===== config.mk =====
export PLATFORM = sky130hd
export DESIGN_NAME = sync_serial_master_control
export DESIGN_NICKNAME = d
export VERILOG_FILES = /design/src/rtl/sync_serial_pkg.sv /design/src/rtl/bit_sync.sv /design/src/rtl/tick_gen.sv /design/src/rtl/sync_serial_master_control.sv
export SDC_FILE = /design/constraint.sdc
export NUM_CORES = 1
export LEC_CHECK = 0
export ABC_AREA = 1
export BUFFER_PORTS_ARGS = -buffer_cell sky130_fd_sc_hd__buf_2
export CORE_AREA = 2 2 95 97
export DETAILED_ROUTE_END_ITERATION = 8
export DIE_AREA = 0 0 97 99
export GPL_ROUTABILITY_DRIVEN = 1
export PLACE_DENSITY = 0.76
export REMOVE_ABC_BUFFERS = 1
export SLEW_MARGIN = 0
export SYNTH_ARGS = -nofsm -noshare
export SYNTH_HDL_FRONTEND = slang
export SYNTH_SLANG_ARGS = --single-unit
export TNS_END_PERCENT = 5

===== constraint.sdc =====
create_clock -name clk_sys -period 1.8 [get_ports clk_sys]
set_clock_uncertainty 0.2 [all_clocks]
set_input_delay 0.18 -clock clk_sys [delete_from_list [all_inputs] [get_ports clk_sys]]
set_output_delay 0.18 -clock clk_sys [all_outputs]
set_load 0.005 [all_outputs]

===== src/rtl/sync_serial_pkg.sv =====
package sync_serial_pkg;

  // ----------------------------------------------------------------
  // Register indices and byte addresses (byte address = index * 4)
  // ----------------------------------------------------------------
  localparam int ADDR_W = 10;
  localparam logic [7:0] IDX_FLAGS = 8'h10;
  localparam logic [7:0] IDX_ENABLES = 8'h11;
  localparam logic [7:0] IDX_CTRL = 8'h12;
  localparam logic [7:0] IDX_BUFFER = 8'h13;
  localparam logic [7:0] IDX_STATUS = 8'h14;
  localparam logic [9:0] ADDR_FLAGS = {IDX_FLAGS, 2'b00};
  localparam logic [9:0] ADDR_ENABLES = {IDX_ENABLES, 2'b00};
  localparam logic [9:0] ADDR_CTRL = {IDX_CTRL, 2'b00};
  localparam logic [9:0] ADDR_BUFFER = {IDX_BUFFER, 2'b00};
  localparam logic [9:0] ADDR_STATUS = {IDX_STATUS, 2'b00};

  // ----------------------------------------------------------------
  // Reset values and field layout
  // ----------------------------------------------------------------
  localparam logic [7:0] FLAGS_RST = 8'h02;
  localparam logic [7:0] ENABLES_RST = 8'h00;
  localparam logic [7:0] CTRL_RST = 8'h00;
  localparam logic [7:0] IMPL_MASK = 8'hef;
  localparam int FLAG_SERIAL_BIT = 7;
  localparam int FLAG_COLL_BIT = 6;
  localparam int UNIMPL_BIT = 4;
  localparam logic [7:0] FLAG_SERIAL_MASK = 8'h80;
  localparam logic [7:0] FLAG_COLL_MASK = 8'h40;
  localparam int STAT_WRITE_COLLISION_FLAG_BIT = 7;
  localparam logic [7:0] STAT_WRITE_COLLISION_FLAG_MASK = 8'h80;
  localparam logic [7:0] STAT_BUSY_MASK = 8'h04;
  localparam logic [7:0] STAT_BF_MASK = 8'h01;
  localparam logic [7:0] GENERAL_CALL_ADDR = 8'h00;
  localparam logic [3:0] TX_LAST_DATA = 4'h7;
  localparam logic [3:0] TX_ACK_SLOT = 4'h8;
  localparam logic [3:0] RX_LAST_BIT = 4'h7;

  // ----------------------------------------------------------------
  // Timing: one quarter of a serial bit
  // ----------------------------------------------------------------
  localparam int CLK_PERIOD_NS = 100;
  localparam int T_QUARTER_NS = 2500;
  localparam int QUARTER_CYCLES = (T_QUARTER_NS + CLK_PERIOD_NS - 1) / CLK_PERIOD_NS;

  // ----------------------------------------------------------------
  // Types
  // ----------------------------------------------------------------
  typedef struct packed {
    logic general_call_irq_enable;
    logic ack_received_status;
    logic ack_value_bit;
    logic ack_sequence_go;
    logic receive_go;
    logic stop_go;
    logic restart_go;
    logic start_go;
  } ctrl_t;

  typedef enum {ST_IDLE, ST_START, ST_RESTART, ST_STOP, ST_TX, ST_RX, ST_ACK} seq_state_t;

endpackage : sync_serial_pkg


===== src/rtl/bit_sync.sv =====
`timescale 1ns/10ps
`default_nettype none
// ------------------------------------------------------------------
// Two-stage synchroniser for pin inputs
// ------------------------------------------------------------------
module bit_sync #(
  parameter int WIDTH = 2
) (
  input wire logic clk_sys,
  input wire logic rst_b,
  input wire logic [WIDTH-1:0] din,
  output logic [WIDTH-1:0] dout
);

  logic [WIDTH-1:0] meta_r;

  // First stage feeds only the second stage; idle bus level is high
  always_ff @(posedge clk_sys)
  begin
    if (!rst_b)
    begin
      meta_r <= '1;
      dout <= '1;
    end
    else
    begin
      meta_r <= din;
      dout <= meta_r;
    end
  end

endmodule : bit_sync
`default_nettype wire


===== src/rtl/tick_gen.sv =====
`timescale 1ns/10ps
`default_nettype none
// ------------------------------------------------------------------
// Quarter-bit tick generator, restarts whenever run drops
// ------------------------------------------------------------------
module tick_gen #(
  parameter int COUNT = 25
) (
  input wire logic clk_sys,
  input wire logic rst_b,
  input wire logic run,
  output logic tick
);

  localparam int CW = $clog2(COUNT + 1);
  localparam logic [CW-1:0] LAST = CW'(COUNT - 1);

  logic [CW-1:0] cnt_r;

  assign tick = run & (cnt_r == LAST);

  // Count while running, wrap on the tick
  always_ff @(posedge clk_sys)
  begin
    if (!rst_b || !run || tick)
      cnt_r <= '0;
    else
      cnt_r <= cnt_r + 1'b1;
  end

endmodule : tick_gen
`default_nettype wire


===== src/rtl/sync_serial_master_control.sv =====
// The APB interface to the registers was chosen for this implementation.
`timescale 1ns/10ps
`default_nettype none
// ------------------------------------------------------------------
// Serial port master control with APB register access
// ------------------------------------------------------------------
module sync_serial_master_control #(
  parameter int QUARTER_CYCLES = sync_serial_pkg::QUARTER_CYCLES
) (
  input wire logic clk_sys,
  input wire logic rst_b,
  input wire logic psel,
  input wire logic penable,
  input wire logic pwrite,
  input wire logic [sync_serial_pkg::ADDR_W-1:0] paddr,
  input wire logic [31:0] pwdata,
  output logic [31:0] prdata,
  output logic pready,
  output logic pslverr,
  input wire logic scl_in,
  output logic scl_out,
  output logic scl_oe,
  input wire logic sda_in,
  output logic sda_out,
  output logic sda_oe
);

  sync_serial_pkg::seq_state_t state_r, state_nxt;
  sync_serial_pkg::ctrl_t ctrl_r, ctrl_nxt, wctrl;
  logic [1:0] qph_r, qph_nxt;
  logic [3:0] bitcnt_r, bitcnt_nxt;
  logic [7:0] shift_r, buffer_r, flags_r, enables_r, rd_byte, status_w, flag_set;
  logic [31:0] prdata_r;
  logic bf_r, write_collision_flag_r, tx_pend_r, scl_low_r, sda_low_r, scl_low_nxt, sda_low_nxt;
  logic scl_s, sda_s, qtick, stretch;

  // ----------------------------------------------------------------
  // Pin synchronisers and quarter-bit timing
  // ----------------------------------------------------------------
  bit_sync #(.WIDTH(2)) u_sync (
    .clk_sys(clk_sys),
    .rst_b(rst_b),
    .din({scl_in, sda_in}),
    .dout({scl_s, sda_s})
  );

  tick_gen #(.COUNT(QUARTER_CYCLES)) u_tick (
    .clk_sys(clk_sys),
    .rst_b(rst_b),
    .run((state_r != sync_serial_pkg::ST_IDLE) & ~stretch),
    .tick(qtick)
  );

  // ----------------------------------------------------------------
  // APB decode
  // ----------------------------------------------------------------
  wire access = psel & penable;
  wire hit_flags = paddr == sync_serial_pkg::ADDR_FLAGS;
  wire hit_enables = paddr == sync_serial_pkg::ADDR_ENABLES;
  wire hit_ctrl = paddr == sync_serial_pkg::ADDR_CTRL;
  wire hit_buffer = paddr == sync_serial_pkg::ADDR_BUFFER;
  wire hit_status = paddr == sync_serial_pkg::ADDR_STATUS;
  wire mapped = hit_flags | hit_enables | hit_ctrl | hit_buffer | hit_status;
  wire wr = access & pwrite & mapped;
  wire rd = access & ~pwrite & mapped;
  wire ctrl_wr = wr & hit_ctrl;
  wire buf_wr = wr & hit_buffer;
  wire buf_rd = rd & hit_buffer;
  assign wctrl = sync_serial_pkg::ctrl_t'(pwdata[7:0]);
  assign pready = 1'b1;
  assign pslverr = access & ~mapped;
  assign prdata = prdata_r;

  // ----------------------------------------------------------------
  // Sequencer state decode
  // ----------------------------------------------------------------
  wire idle = state_r == sync_serial_pkg::ST_IDLE;
  wire busy = ~idle;
  wire in_start = state_r == sync_serial_pkg::ST_START;
  wire in_restart = state_r == sync_serial_pkg::ST_RESTART;
  wire in_stop = state_r == sync_serial_pkg::ST_STOP;
  wire in_tx = state_r == sync_serial_pkg::ST_TX;
  wire in_rx = state_r == sync_serial_pkg::ST_RX;
  wire in_ack = state_r == sync_serial_pkg::ST_ACK;
  wire go_any = ctrl_r.start_go | ctrl_r.restart_go | ctrl_r.stop_go | ctrl_r.receive_go
              | ctrl_r.ack_sequence_go;
  wire port_idle = idle & ~go_any & ~tx_pend_r;
  wire launch_tx = idle & ~go_any & tx_pend_r;
  wire seq_end = qtick & (qph_r == 2'd3);
  wire sample = qtick & (qph_r == 2'd2);
  wire tx_data = in_tx & (bitcnt_r <= sync_serial_pkg::TX_LAST_DATA);
  wire ack_sample = sample & in_tx & (bitcnt_r == sync_serial_pkg::TX_ACK_SLOT);
  wire collide = sample & tx_data & ~sda_low_r & ~sda_s;
  wire tx_byte_out = seq_end & in_tx & (bitcnt_r == sync_serial_pkg::TX_LAST_DATA);
  wire tx_done = seq_end & in_tx & (bitcnt_r == sync_serial_pkg::TX_ACK_SLOT);
  wire rx_done = seq_end & in_rx & (bitcnt_r == sync_serial_pkg::RX_LAST_BIT);
  wire cond_done = seq_end & (in_start | in_restart | in_stop | in_ack);
  wire gcall_hit = rx_done & ctrl_r.general_call_irq_enable
                 & (shift_r == sync_serial_pkg::GENERAL_CALL_ADDR);
  wire serial_evt = tx_done | rx_done | cond_done | gcall_hit;
  wire buf_load = buf_wr & port_idle;
  wire write_collision_flag_set = buf_wr & (in_tx | tx_pend_r);
  wire bit_low = in_ack ? ~ctrl_r.ack_value_bit : (tx_data & ~shift_r[7]);

  // Slave holding SCL low after release stops the bit timer, which restarts its count from zero
  assign stretch = (qph_r == 2'd2) & ~scl_low_r & ~scl_s;
  assign qph_nxt = idle ? 2'd0 : (qtick ? 2'(qph_r + 2'd1) : qph_r);
  assign bitcnt_nxt = idle ? 4'd0 : (seq_end ? 4'(bitcnt_r + 4'd1) : bitcnt_r);

  // Next sequence; go bits taken in fixed priority from idle
  always_comb
  begin
    state_nxt = state_r;
    unique case (state_r)
      sync_serial_pkg::ST_IDLE:
        if (ctrl_r.start_go)
          state_nxt = sync_serial_pkg::ST_START;
        else if (ctrl_r.restart_go)
          state_nxt = sync_serial_pkg::ST_RESTART;
        else if (ctrl_r.stop_go)
          state_nxt = sync_serial_pkg::ST_STOP;
        else if (ctrl_r.receive_go)
          state_nxt = sync_serial_pkg::ST_RX;
        else if (ctrl_r.ack_sequence_go)
          state_nxt = sync_serial_pkg::ST_ACK;
        else if (tx_pend_r)
          state_nxt = sync_serial_pkg::ST_TX;
      sync_serial_pkg::ST_START, sync_serial_pkg::ST_RESTART, sync_serial_pkg::ST_STOP,
      sync_serial_pkg::ST_ACK:
        if (seq_end)
          state_nxt = sync_serial_pkg::ST_IDLE;
      sync_serial_pkg::ST_TX:
        if (tx_done || collide)
          state_nxt = sync_serial_pkg::ST_IDLE;
      sync_serial_pkg::ST_RX:
        if (rx_done)
          state_nxt = sync_serial_pkg::ST_IDLE;
    endcase
  end

  // Line actions per quarter: 0 set data, 1 release clock, 2 sample, 3 clock low
  always_comb
  begin
    scl_low_nxt = scl_low_r;
    sda_low_nxt = sda_low_r;
    if (collide)
    begin
      scl_low_nxt = 1'b0;
      sda_low_nxt = 1'b0;
    end
    else if (qtick)
    begin
      unique case (state_r)
        sync_serial_pkg::ST_IDLE:
          sda_low_nxt = sda_low_r;
        sync_serial_pkg::ST_START:
        begin
          scl_low_nxt = (qph_r == 2'd3) ? 1'b1 : ((qph_r == 2'd0) ? 1'b0 : scl_low_r);
          sda_low_nxt = (qph_r == 2'd1) ? 1'b1 : ((qph_r == 2'd0) ? 1'b0 : sda_low_r);
        end
        sync_serial_pkg::ST_RESTART:
        begin
          scl_low_nxt = (qph_r == 2'd1) ? 1'b0 : ((qph_r == 2'd3) ? 1'b1 : scl_low_r);
          sda_low_nxt = (qph_r == 2'd0) ? 1'b0 : ((qph_r == 2'd2) ? 1'b1 : sda_low_r);
        end
        sync_serial_pkg::ST_STOP:
        begin
          scl_low_nxt = (qph_r == 2'd1) ? 1'b0 : scl_low_r;
          sda_low_nxt = (qph_r == 2'd0) ? 1'b1 : ((qph_r == 2'd2) ? 1'b0 : sda_low_r);
        end
        sync_serial_pkg::ST_TX, sync_serial_pkg::ST_RX, sync_serial_pkg::ST_ACK:
        begin
          scl_low_nxt = (qph_r == 2'd1) ? 1'b0 : ((qph_r == 2'd3) ? 1'b1 : scl_low_r);
          sda_low_nxt = (qph_r == 2'd0) ? bit_low : sda_low_r;
        end
      endcase
    end
  end

  // Control register: software fields, guarded go bits, hardware clears
  always_comb
  begin
    ctrl_nxt = ctrl_r;
    if (ctrl_wr)
    begin
      ctrl_nxt.general_call_irq_enable = wctrl.general_call_irq_enable;
      ctrl_nxt.ack_value_bit = wctrl.ack_value_bit;
    end
    if (ctrl_wr && port_idle)
    begin
      ctrl_nxt.ack_sequence_go = wctrl.ack_sequence_go;
      ctrl_nxt.receive_go = wctrl.receive_go;
      ctrl_nxt.stop_go = wctrl.stop_go;
      ctrl_nxt.restart_go = wctrl.restart_go;
      ctrl_nxt.start_go = wctrl.start_go;
    end
    if (seq_end && in_start)
      ctrl_nxt.start_go = 1'b0;
    if (seq_end && in_restart)
      ctrl_nxt.restart_go = 1'b0;
    if (seq_end && in_stop)
      ctrl_nxt.stop_go = 1'b0;
    if (seq_end && in_ack)
      ctrl_nxt.ack_sequence_go = 1'b0;
    if (rx_done)
      ctrl_nxt.receive_go = 1'b0;
    if (ack_sample)
      ctrl_nxt.ack_received_status = sda_s;
  end

  // ----------------------------------------------------------------
  // Read data; shift register is never on the map
  // ----------------------------------------------------------------
  assign status_w = (write_collision_flag_r ? sync_serial_pkg::STAT_WRITE_COLLISION_FLAG_MASK : 8'h00)
                  | (busy ? sync_serial_pkg::STAT_BUSY_MASK : 8'h00)
                  | (bf_r ? sync_serial_pkg::STAT_BF_MASK : 8'h00);
  assign rd_byte = hit_flags ? flags_r
                 : hit_enables ? enables_r
                 : hit_ctrl ? ctrl_r
                 : hit_buffer ? buffer_r
                 : hit_status ? status_w : 8'h00;
  assign flag_set = (serial_evt ? sync_serial_pkg::FLAG_SERIAL_MASK : 8'h00)
                  | (collide ? sync_serial_pkg::FLAG_COLL_MASK : 8'h00);

  // ----------------------------------------------------------------
  // Registers
  // ----------------------------------------------------------------
  // Sequencer and line drive
  always_ff @(posedge clk_sys)
  begin
    if (!rst_b)
    begin
      state_r <= sync_serial_pkg::ST_IDLE;
      qph_r <= 2'd0;
      bitcnt_r <= 4'd0;
      scl_low_r <= 1'b0;
      sda_low_r <= 1'b0;
    end
    else
    begin
      state_r <= state_nxt;
      qph_r <= qph_nxt;
      bitcnt_r <= bitcnt_nxt;
      scl_low_r <= scl_low_nxt;
      sda_low_r <= sda_low_nxt;
    end
  end

  // Hidden shift register: load, shift out, shift in
  always_ff @(posedge clk_sys)
  begin
    if (!rst_b)
      shift_r <= 8'h00;
    else if (launch_tx)
      shift_r <= buffer_r;
    else if (seq_end && tx_data)
      shift_r <= {shift_r[6:0], 1'b0};
    else if (sample && in_rx)
      shift_r <= {shift_r[6:0], sda_s};
  end

  // Transfer buffer and its flags; hardware set wins over clear
  always_ff @(posedge clk_sys)
  begin
    if (!rst_b)
    begin
      buffer_r <= 8'h00;
      bf_r <= 1'b0;
      write_collision_flag_r <= 1'b0;
      tx_pend_r <= 1'b0;
    end
    else
    begin
      buffer_r <= rx_done ? shift_r : (buf_load ? pwdata[7:0] : buffer_r);
      bf_r <= buf_load | rx_done | (bf_r & ~(buf_rd | tx_byte_out));
      write_collision_flag_r <= write_collision_flag_set | (write_collision_flag_r & ~(wr & hit_status & ~pwdata[sync_serial_pkg::STAT_WRITE_COLLISION_FLAG_BIT]));
      tx_pend_r <= buf_load | (tx_pend_r & ~launch_tx);
    end
  end

  // Control, flag and enable registers
  always_ff @(posedge clk_sys)
  begin
    if (!rst_b)
    begin
      ctrl_r <= sync_serial_pkg::ctrl_t'(sync_serial_pkg::CTRL_RST);
      flags_r <= sync_serial_pkg::FLAGS_RST;
      enables_r <= sync_serial_pkg::ENABLES_RST;
    end
    else
    begin
      ctrl_r <= ctrl_nxt;
      flags_r <= ((wr & hit_flags) ? pwdata[7:0] & sync_serial_pkg::IMPL_MASK : flags_r)
               | flag_set;
      enables_r <= (wr & hit_enables) ? pwdata[7:0] & sync_serial_pkg::IMPL_MASK
                 : enables_r;
    end
  end

  // Read data captured in the setup cycle
  always_ff @(posedge clk_sys)
  begin
    if (!rst_b)
      prdata_r <= 32'h0000_0000;
    else if (psel && !penable && !pwrite)
      prdata_r <= {24'h00_0000, rd_byte};
  end

  // Open-drain pins: only ever pull low
  assign scl_out = 1'b0;
  assign sda_out = 1'b0;
  assign scl_oe = scl_low_r;
  assign sda_oe = sda_low_r;

  // ----------------------------------------------------------------
  // Assertions
  // ----------------------------------------------------------------
  AST_CTRL_READ: assert property (@(posedge clk_sys) disable iff (!rst_b)
    (access && !pwrite && hit_ctrl) |-> prdata[7:0] == $past(ctrl_r))
    else $error("control read data wrong");

  AST_ACK_DONE: assert property (@(posedge clk_sys) disable iff (!rst_b)
    (in_ack && seq_end) |=> (!ctrl_r.ack_sequence_go && idle && flags_r[7]))
    else $error("ack sequence did not finish cleanly");

  AST_ACK_LEVEL: assert property (@(posedge clk_sys) disable iff (!rst_b)
    (in_ack && qph_r == 2'd1) |-> sda_oe == !ctrl_r.ack_value_bit)
    else $error("ack slot level wrong");

  AST_NO_SPOOL: assert property (@(posedge clk_sys) disable iff (!rst_b)
    (ctrl_wr && !port_idle && wctrl.start_go && !ctrl_r.start_go) |=> !ctrl_r.start_go)
    else $error("start bit set while busy");

  AST_BUF_GUARD: assert property (@(posedge clk_sys) disable iff (!rst_b)
    (buf_wr && !port_idle && !rx_done) |=> buffer_r == $past(buffer_r))
    else $error("buffer written while busy");

  AST_RX_MODE: assert property (@(posedge clk_sys) disable iff (!rst_b)
    in_rx |-> (ctrl_r.receive_go && !sda_oe))
    else $error("receive state without receive bit");

  AST_STOP_END: assert property (@(posedge clk_sys) disable iff (!rst_b)
    (in_stop && seq_end) |=> (!ctrl_r.stop_go && !scl_oe && !sda_oe))
    else $error("stop did not release the bus");

  AST_RESTART_EDGE: assert property (@(posedge clk_sys) disable iff (!rst_b)
    (in_restart && qph_r == 2'd3) |-> (sda_oe && !scl_oe))
    else $error("restart data edge missing");

  AST_START_EDGE: assert property (@(posedge clk_sys) disable iff (!rst_b)
    (in_start && qph_r == 2'd2) |-> (sda_oe && !scl_oe))
    else $error("start data edge missing");

  AST_BF_RX: assert property (@(posedge clk_sys) disable iff (!rst_b)
    rx_done |=> (bf_r && buffer_r == $past(shift_r)))
    else $error("received byte not loaded");

  AST_BF_READ: assert property (@(posedge clk_sys) disable iff (!rst_b)
    (buf_rd && !rx_done && !buf_load) |=> !bf_r)
    else $error("buffer read left full flag set");

  AST_ACK_STATUS: assert property (@(posedge clk_sys) disable iff (!rst_b)
    ack_sample |=> ctrl_r.ack_received_status == $past(sda_s))
    else $error("ack status not captured");

  AST_RSVD_ZERO: assert property (@(posedge clk_sys) disable iff (!rst_b)
    !flags_r[sync_serial_pkg::UNIMPL_BIT] && !enables_r[sync_serial_pkg::UNIMPL_BIT])
    else $error("unimplemented bit set");

endmodule : sync_serial_master_control
`default_nettype wire


==> results.md, run 1 <==
* Status: finished, violations left
* Failing checks: setup timing
* Synth-to-layout area growth at 22.4%
* Antenna violations before repair at 0
* Max clock buf depth at 2
* TritonCTS clock tree: done
* Internal Power at 2.94 mW
* Number of global-route vias before repair at 3877
* M2 GR Usage at 0.372
* Root Buffer: clkbuf_8
* Pins Over Slew Limit at 0
* Met3 usage in global routing at 0.0433
* Global-route wire length before repair at 18.1 mm
* Layout Utilization at 0.605
* Core area at 8550 um2
* Most frequent cell after synthesis: nand2_1
* Drt first pass iters at 5
* Switching pwr at 1.53 mW
* Asr flop ratio synth at 0
* Final WS setup at -74.1 ps
* Layout cells sized above 1 at 0.242
* DRT antenna net count at 0
* Largest net degree at the start of global routing at 37
* R2R setup slack at -70 ps
* Unrepaired setup endpoints after global routing: true
* Sequential share of power at 0.367
* Clock network power share at 0.328
* Dpl cells at 798
* Mapped cell area at 4230 um2
* Die X at 97 um
* Synth warn at 0
* Synth cell types at 39
* EDFF count, synth at 0
* Final hold viol count at 0
* GPL Wtd Cong at 0.913
* Comb power frac at 0.305
* H-tree depth at 3
* Top post-synthesis cells by count: nand2_1 (131), inv_1 (86), nor2_1 (71)
* P_leak at 2.53 nW
* I/O pin cnt at 87
* Vias per cell at 5.10
* Num CTS Buffers at 9
* Most crowded layer after global routing: met2
* Post-synth top area cell: dfxtp_1
* N_diodes at 0
* Worst VDD drop at 0.428 mV
* Global Route met1 Usage at 0.302
* Sequential fraction of the synthesis area at 0.327
* Initial DRC Count at 297
* Reg area at 1390 um2
* Overflow after GRT at 0
* Total power at 4.47 mW
* Maximum clock frequency at 534 MHz
* Post-route insts no fill at 827
* Post-synth top area share at 0.327
* Port bufs at 35
* Pwr/cell area at 864 nW/um2
* Worst setup SP type: flip-flop
* GRT Total Usage at 0.231
* Via count at 4221
* Worst Hold Class: input port to flip-flop
* Chip Height at 99 um
* Worst Min Path Start: paddr[2]
* Post-DP HPWL at 8.01 mm
* Data arrival time of the critical path at 1970 ps
* Switching Share at 0.343
* Nets@finish at 771
* Register bit total from synthesis at 69
* Final setup viols at 20
* Initial cell density of the core at 0.494
* CP max FO at 11
* Syn_area_per_cell at 6.76 um2
* Clock sink count at 69
* Synth top area cells: dfxtp_1 (33%), nand2_1 (12%), inv_1 (7.6%), nor2_1 (6.3%), nand3_1 (5.6%)
* RR Startpoint: u_tick.cnt_r[1]
* FILL cells at 751
* Die ar. at 9600 um2
* DRC at 0
* Clock period minus worst slack at 1870 ps
* Wire length per cell at 13.1 um
* Clk pin slew, worst setup/hold paths at 80 ps
* Multi-input logic area at 2370 um2
* Final Routed Wirelength at 10.9 mm
* Row cnt at 34
* Worst-skew pair later-pin latency at 350 ps
* Crit share post-route at 1.04
* Critical path class: flip-flop to flip-flop
* Worst path required time at 1900 ps
* Max cap viols at 0
* Crit. Startpoint: u_tick.cnt_r[1]
* Ys flop type: dfxtp_1
* CP Capture Type: flip-flop
* Synthesized netlist cell count at 625
[worst max-delay path, cell delays in order (launching register included)]
cell     delay (ps)
dfxtp_1         320
inv_1            50
ha_2            180
nand4_1         180
nor2_4          230
nand3_4         120
buf_12          170
o21ai_2         120
inv_1            50
nand2_1          60
nand2_1          50
nor2_1           90
[cells in the final DEF (no fill, tap or decap), types with 2 or more instances in the layout]
master and count:
inv_4 2, nor2_4 10, inv_1 85, nand4_1 15
buf_12 3, a21oi_1 34, ha_1 6, nor2_2 5
a31oi_1 2, dfxtp_2 4, nand3_4 3, o21ai_0 35
nor3_1 2, dlygate4sd3_1 11, xor2_1 2, clkbuf_8 9
nand3_1 43, conb_1 27, clkinv_4 2, nand3_2 6
buf_2 35, nand2_4 5, nor3_4 2, buf_4 46
nor3_2 3, nand3b_1 2, nand4_4 2, bufinv_16 2
o211ai_1 5, ha_2 2, or2_2 5, nand2_1 125
nor2_1 69, nand2_2 13, inv_6 3, dfxtp_1 65
inv_2 8, o21ai_1 11
[flip-flops by register name, summed over array words and instances (netlist names), 2 cells and up]
| name | count |
|---|---|
| buffer_r | 8 |
| ctrl_r | 8 |
| prdata | 8 |
| shift_r | 8 |
| enables_r | 7 |
| flags_r | 7 |
| u_tick.cnt_r | 5 |
| bitcnt_r | 4 |
| state_r | 3 |
| qph_r | 2 |
| u_sync.dout | 2 |
| u_sync.meta_r | 2 |
[power by group through the flow]
stage          registers (mW)  logic [mW]  clock network, mW
2_1_floorplan            1.70       0.736                  0
3_3_place_gp             1.67        1.24                  0
3_5_place_dp             1.67        1.27                  0
4_1_cts                  1.64        1.32               1.49
5_1_grt                  1.65        1.49               1.54
6_report                 1.64        1.37               1.47
[per-stage QoR]
| stage | hold slack, ps | area (um2) | TNS, ps | setup slack (ps) |
|---|---|---|---|---|
| floorplan | 77.6 | 4010 | -157 | -53.5 |
| global placement | 165 | 4720 | -772 | -53.7 |
| detailed placement | 169 | 4720 | -2080 | -138 |
| CTS | 45.2 | 5110 | -188 | -46.5 |
| global route | 82.0 | 5170 | -2920 | -164 |
| finish | 62.0 | 5170 | -649 | -74.1 |
[cells by family after synthesis]
family          Yosys count  share of synthesized area
other cells               2                    0.00178
compound gates           91                      0.113
flops                    69                      0.327
fa+ha+maj                 8                     0.0237
simple gates            315                      0.372
buf+inv                 138                      0.158
xor+xnor                  2                    0.00414
[worst paths after layout]
check / end / cells after the start
max: buffer_r[0] / 11
max reg2reg: buffer_r[0] / 11
min: enables_r[6] / 4
min reg2reg: u_sync.dout[1] / 1
[area by class of cell]
cell class / count / area share
clock buffer: 9 / 0.0239
clock inverter: 7 / 0.0201
inverter: 95 / 0.0699
multi-input combinational: 444 / 0.459
sequential: 69 / 0.268
tap: 108 / 0.0261
timing repair buffer: 95 / 0.133
[timing repair]
item	in CTS	in global routing
hold endpoints to repair	24	0
hold buffers	11	0
gates resized for setup	11	19
endpoints found under the setup margin	29	32
cloned	1	0
pin swaps	6	7
setup buffers	0	1
[per-layer routing]
layer	routed length, um	vias up
met4	308	0
met3	723	28
met1	4720	1918
met5	0	-
met2	5110	161
li1	-	2114
(Power assumes the default switching activity.)
==> run 2, diff against run 1 <==
--- a/config.mk
+++ b/config.mk
@@ -7,11 +7,13 @@
 export LEC_CHECK = 0
 export ABC_AREA = 1
 export BUFFER_PORTS_ARGS = -buffer_cell sky130_fd_sc_hd__buf_2
-export CORE_AREA = 2 2 95 97
+export CELL_PAD_IN_SITES_DETAIL_PLACEMENT = 0
+export CELL_PAD_IN_SITES_GLOBAL_PLACEMENT = 1
+export CORE_AREA = 2 2 113 115
 export DETAILED_ROUTE_END_ITERATION = 8
-export DIE_AREA = 0 0 97 99
+export DIE_AREA = 0 0 115 117
 export GPL_ROUTABILITY_DRIVEN = 1
-export PLACE_DENSITY = 0.76
+export PLACE_DENSITY_LB_ADDON = 0.1
 export REMOVE_ABC_BUFFERS = 1
 export SLEW_MARGIN = 0
 export SYNTH_ARGS = -nofsm -noshare
==> run 2 against run 1 <==
Effect of this change:
- the flow still finishes with violations (setup timing)
- first-iteration DRC count is 35% lower
- global-route usage is 4.1 points lower
- critical path depth is 1 lower
- register-to-register slack better by 60 ps
- final area is 5.3% higher
- core utilization is 16 points lower
- combinational power hardly changed
- non-clock buffer count is 15 higher
- critical endpoint is now state_r[0]
- largest cell class unchanged
==> results.md, run 2 (synthesized netlist as in run 1, its figures left out) <==
* Nets@finish at 786 (+1.9%)
* R2R setup slack at -10 ps (+60 ps)
* Antenna violations before repair at 0 (unchanged)
* TritonCTS clock tree: done
* P_leak at 2.64 nW (+4.5%)
* Via count at 4037 (-4.4%)
* Reg area at 1390 um2 (+0.36%)
* Chip Height at 117 um (+18%)
* Switching pwr at 1.63 mW (+6.2%)
* Root Buffer: clkbuf_16
* Wire length per cell at 13.7 um (+4.4%)
* GPL Wtd Cong at 0.833 (-8.8%)
* Port bufs at 35 (unchanged)
* Die X at 115 um (+19%)
* Initial cell density of the core at 0.343 (-0.151)
* Post-DP HPWL at 9.39 mm (+17%)
* Max cap viols at 0 (unchanged)
* Number of global-route vias before repair at 3837 (-1.0%)
* Post-route insts no fill at 884 (+6.9%)
* Worst setup SP type: flip-flop
* Max clock buf depth at 2 (unchanged)
* Clock sink count at 69 (unchanged)
* Worst VDD drop at 0.374 mV (-13%)
* Crit. Startpoint: u_tick.cnt_r[1]
* Pwr/cell area at 894 nW/um2 (+3.5%)
* Synth-to-layout area growth at 28.9%
* Pins Over Slew Limit at 0 (unchanged)
* Final setup viols at 5 (-75%)
* Num CTS Buffers at 9 (unchanged)
* Internal Power at 3.24 mW (+10%)
* CP Capture Type: flip-flop
* Dpl ws at -170 ps (-31.8 ps)
* Overflow after GRT at 0 (unchanged)
* GRT Total Usage at 0.190 (-0.0409)
* FILL cells at 1297 (+73%)
* Multi-input logic area at 2400 um2 (+1.1%)
* Comb power frac at 0.284 (-0.021)
* Largest net degree at the start of global routing at 34 (-8.1%)
* Worst path required time at 1880 ps (-20 ps)
* H-tree depth at 3 (unchanged)
* Most common cell after layout, fill and taps aside: nand2_1
* N_diodes at 0 (unchanged)
* RR Startpoint: u_tick.cnt_r[1]
* Final WS setup at -12.9 ps (+61.1 ps)
* Drt first pass iters at 4 (-1)
* Die ar. at 13500 um2 (+40%)
* Clock period minus worst slack at 1810 ps (-61.1 ps)
* Switching Share at 0.335 (-0.00861)
* Maximum clock frequency at 552 MHz (+3.4%)
* Final hold viol count at 0 (unchanged)
* Cells on worst reg2reg path at 10 (-1)
* Status: finished, violations left
* Layout cells sized above 1 at 0.263 (+0.0209)
* Vias per cell at 4.57 (-11%)
* Clock network power share at 0.379 (+0.051)
* Dpl cells at 851 (+6.6%)
* Unrepaired setup endpoints after global routing: true
* Worst-skew pair later-pin latency at 340 ps (about the same)
* Worst Hold Class: input port to flip-flop
* CP max FO at 5 (-6)
* Hold slack final at 98.3 ps (+36.3 ps)
* Sequential share of power at 0.337 (-0.030)
* Most frequent cells in the layout: nand2_1 (125), inv_1 (82), nor2_1 (69), dfxtp_1 (63), buf_4 (61)
* Final Routed Wirelength at 12.1 mm (+12%)
* Setup TNS at -35.5 ps (+614 ps)
* Initial DRC Count at 194 (-35%)
* Critical path class: flip-flop to flip-flop
* Clk pin slew, worst setup/hold paths at 60 ps (-20 ps)
* Worst r2r dst: state_r[0]
* Global-route wire length before repair at 19.5 mm (+8.0%)
* DRT antenna net count at 0 (unchanged)
* I/O pin cnt at 87 (unchanged)
* DRC at 0 (unchanged)
* Crit share post-route at 1.01 (-0.0340)
* Core area at 12300 um2 (+44%)
* Failing checks: setup timing
* Row cnt at 41 (+21%)
* Data arrival time of the critical path at 1890 ps (-80 ps)
* Worst setup path endpoint: state_r[0]
[run 2: cell count changes in the layout (fill, tap and decap cells not counted), moves of 3 or more]
cell,change
inv_1,-3
buf_4,+15
inv_2,+4
clkbuf_8,-9
clkbuf_16,+9
o21ai_0,-5
o21ai_1,+5
[run 2: power by group through the flow]
| stage | Sequential, mW | Combinational, mW | Clock [mW] |
|---|---|---|---|
| floorplan | 1.70 | 0.736 | 0 |
| CTS | 1.64 | 1.38 | 1.92 |
| global placement | 1.66 | 1.32 | 0 |
| finish | 1.64 | 1.38 | 1.85 |
| global route | 1.65 | 1.53 | 1.98 |
| detailed placement | 1.66 | 1.30 | 0 |
[run 2: through the flow]
stage               cell area [um2]  utilization  power [mW]
floorplan                      4010            -        2.43
global placement               4840        0.393        2.98
detailed placement             4840        0.393        2.97
CTS                            5390        0.438        4.94
global route                   5450        0.443        5.16
finish                         5450        0.443        4.87
[run 2: repair_timing]
action	CTS	global route
gates cloned	0	1
pin swaps	10	9
hold buffers	10	0
endpoints found under the hold margin	21	0
setup endpoints to repair	27	30
setup buffers	5	1
resized for setup	26	18
[run 2: per-layer routing]
metal | share of wire | track usage | wire [um] | vias up
met5 | 0 | 0 | 0 | -
met4 | 0.011 | 0.0506 | 133 | 0
met3 | 0.033 | 0.0366 | 402 | 10
met2 | 0.44 | 0.295 | 5320 | 55
met1 | 0.52 | 0.270 | 6260 | 1825
li1 | - | - | - | 2147
[run 2: worst min-delay path by stage]
stage	startpoint	end	depth (start not counted)
after floorplan	rst_b	bf_r	2
after global placement	scl_in	u_sync.meta_r[1]	2
after detailed placement	sda_in	u_sync.meta_r[0]	2
after CTS	paddr[2]	enables_r[6]	4
after global routing	rst_b	flags_r[1]	3
final	paddr[2]	enables_r[6]	4
[run 2: layout make-up]
cell class,count,share of cell area
sequential,69,0.255
inverter,95,0.0659
clock buffer,9,0.0413
clock inverter,7,0.0152
timing repair buffer,110,0.148
multi-input combinational,444,0.440
tap,150,0.0344
[run 2: worst max-delay path, stage by stage (launching register included)]
cell	delay [ps]
dfxtp_2	320
inv_2	60
ha_4	120
nand4_1	150
nor2_4	250
nand3_4	140
nand2_1	150
nand2_1	80
nor2_2	130
nor2_1	50
nor2_1	90
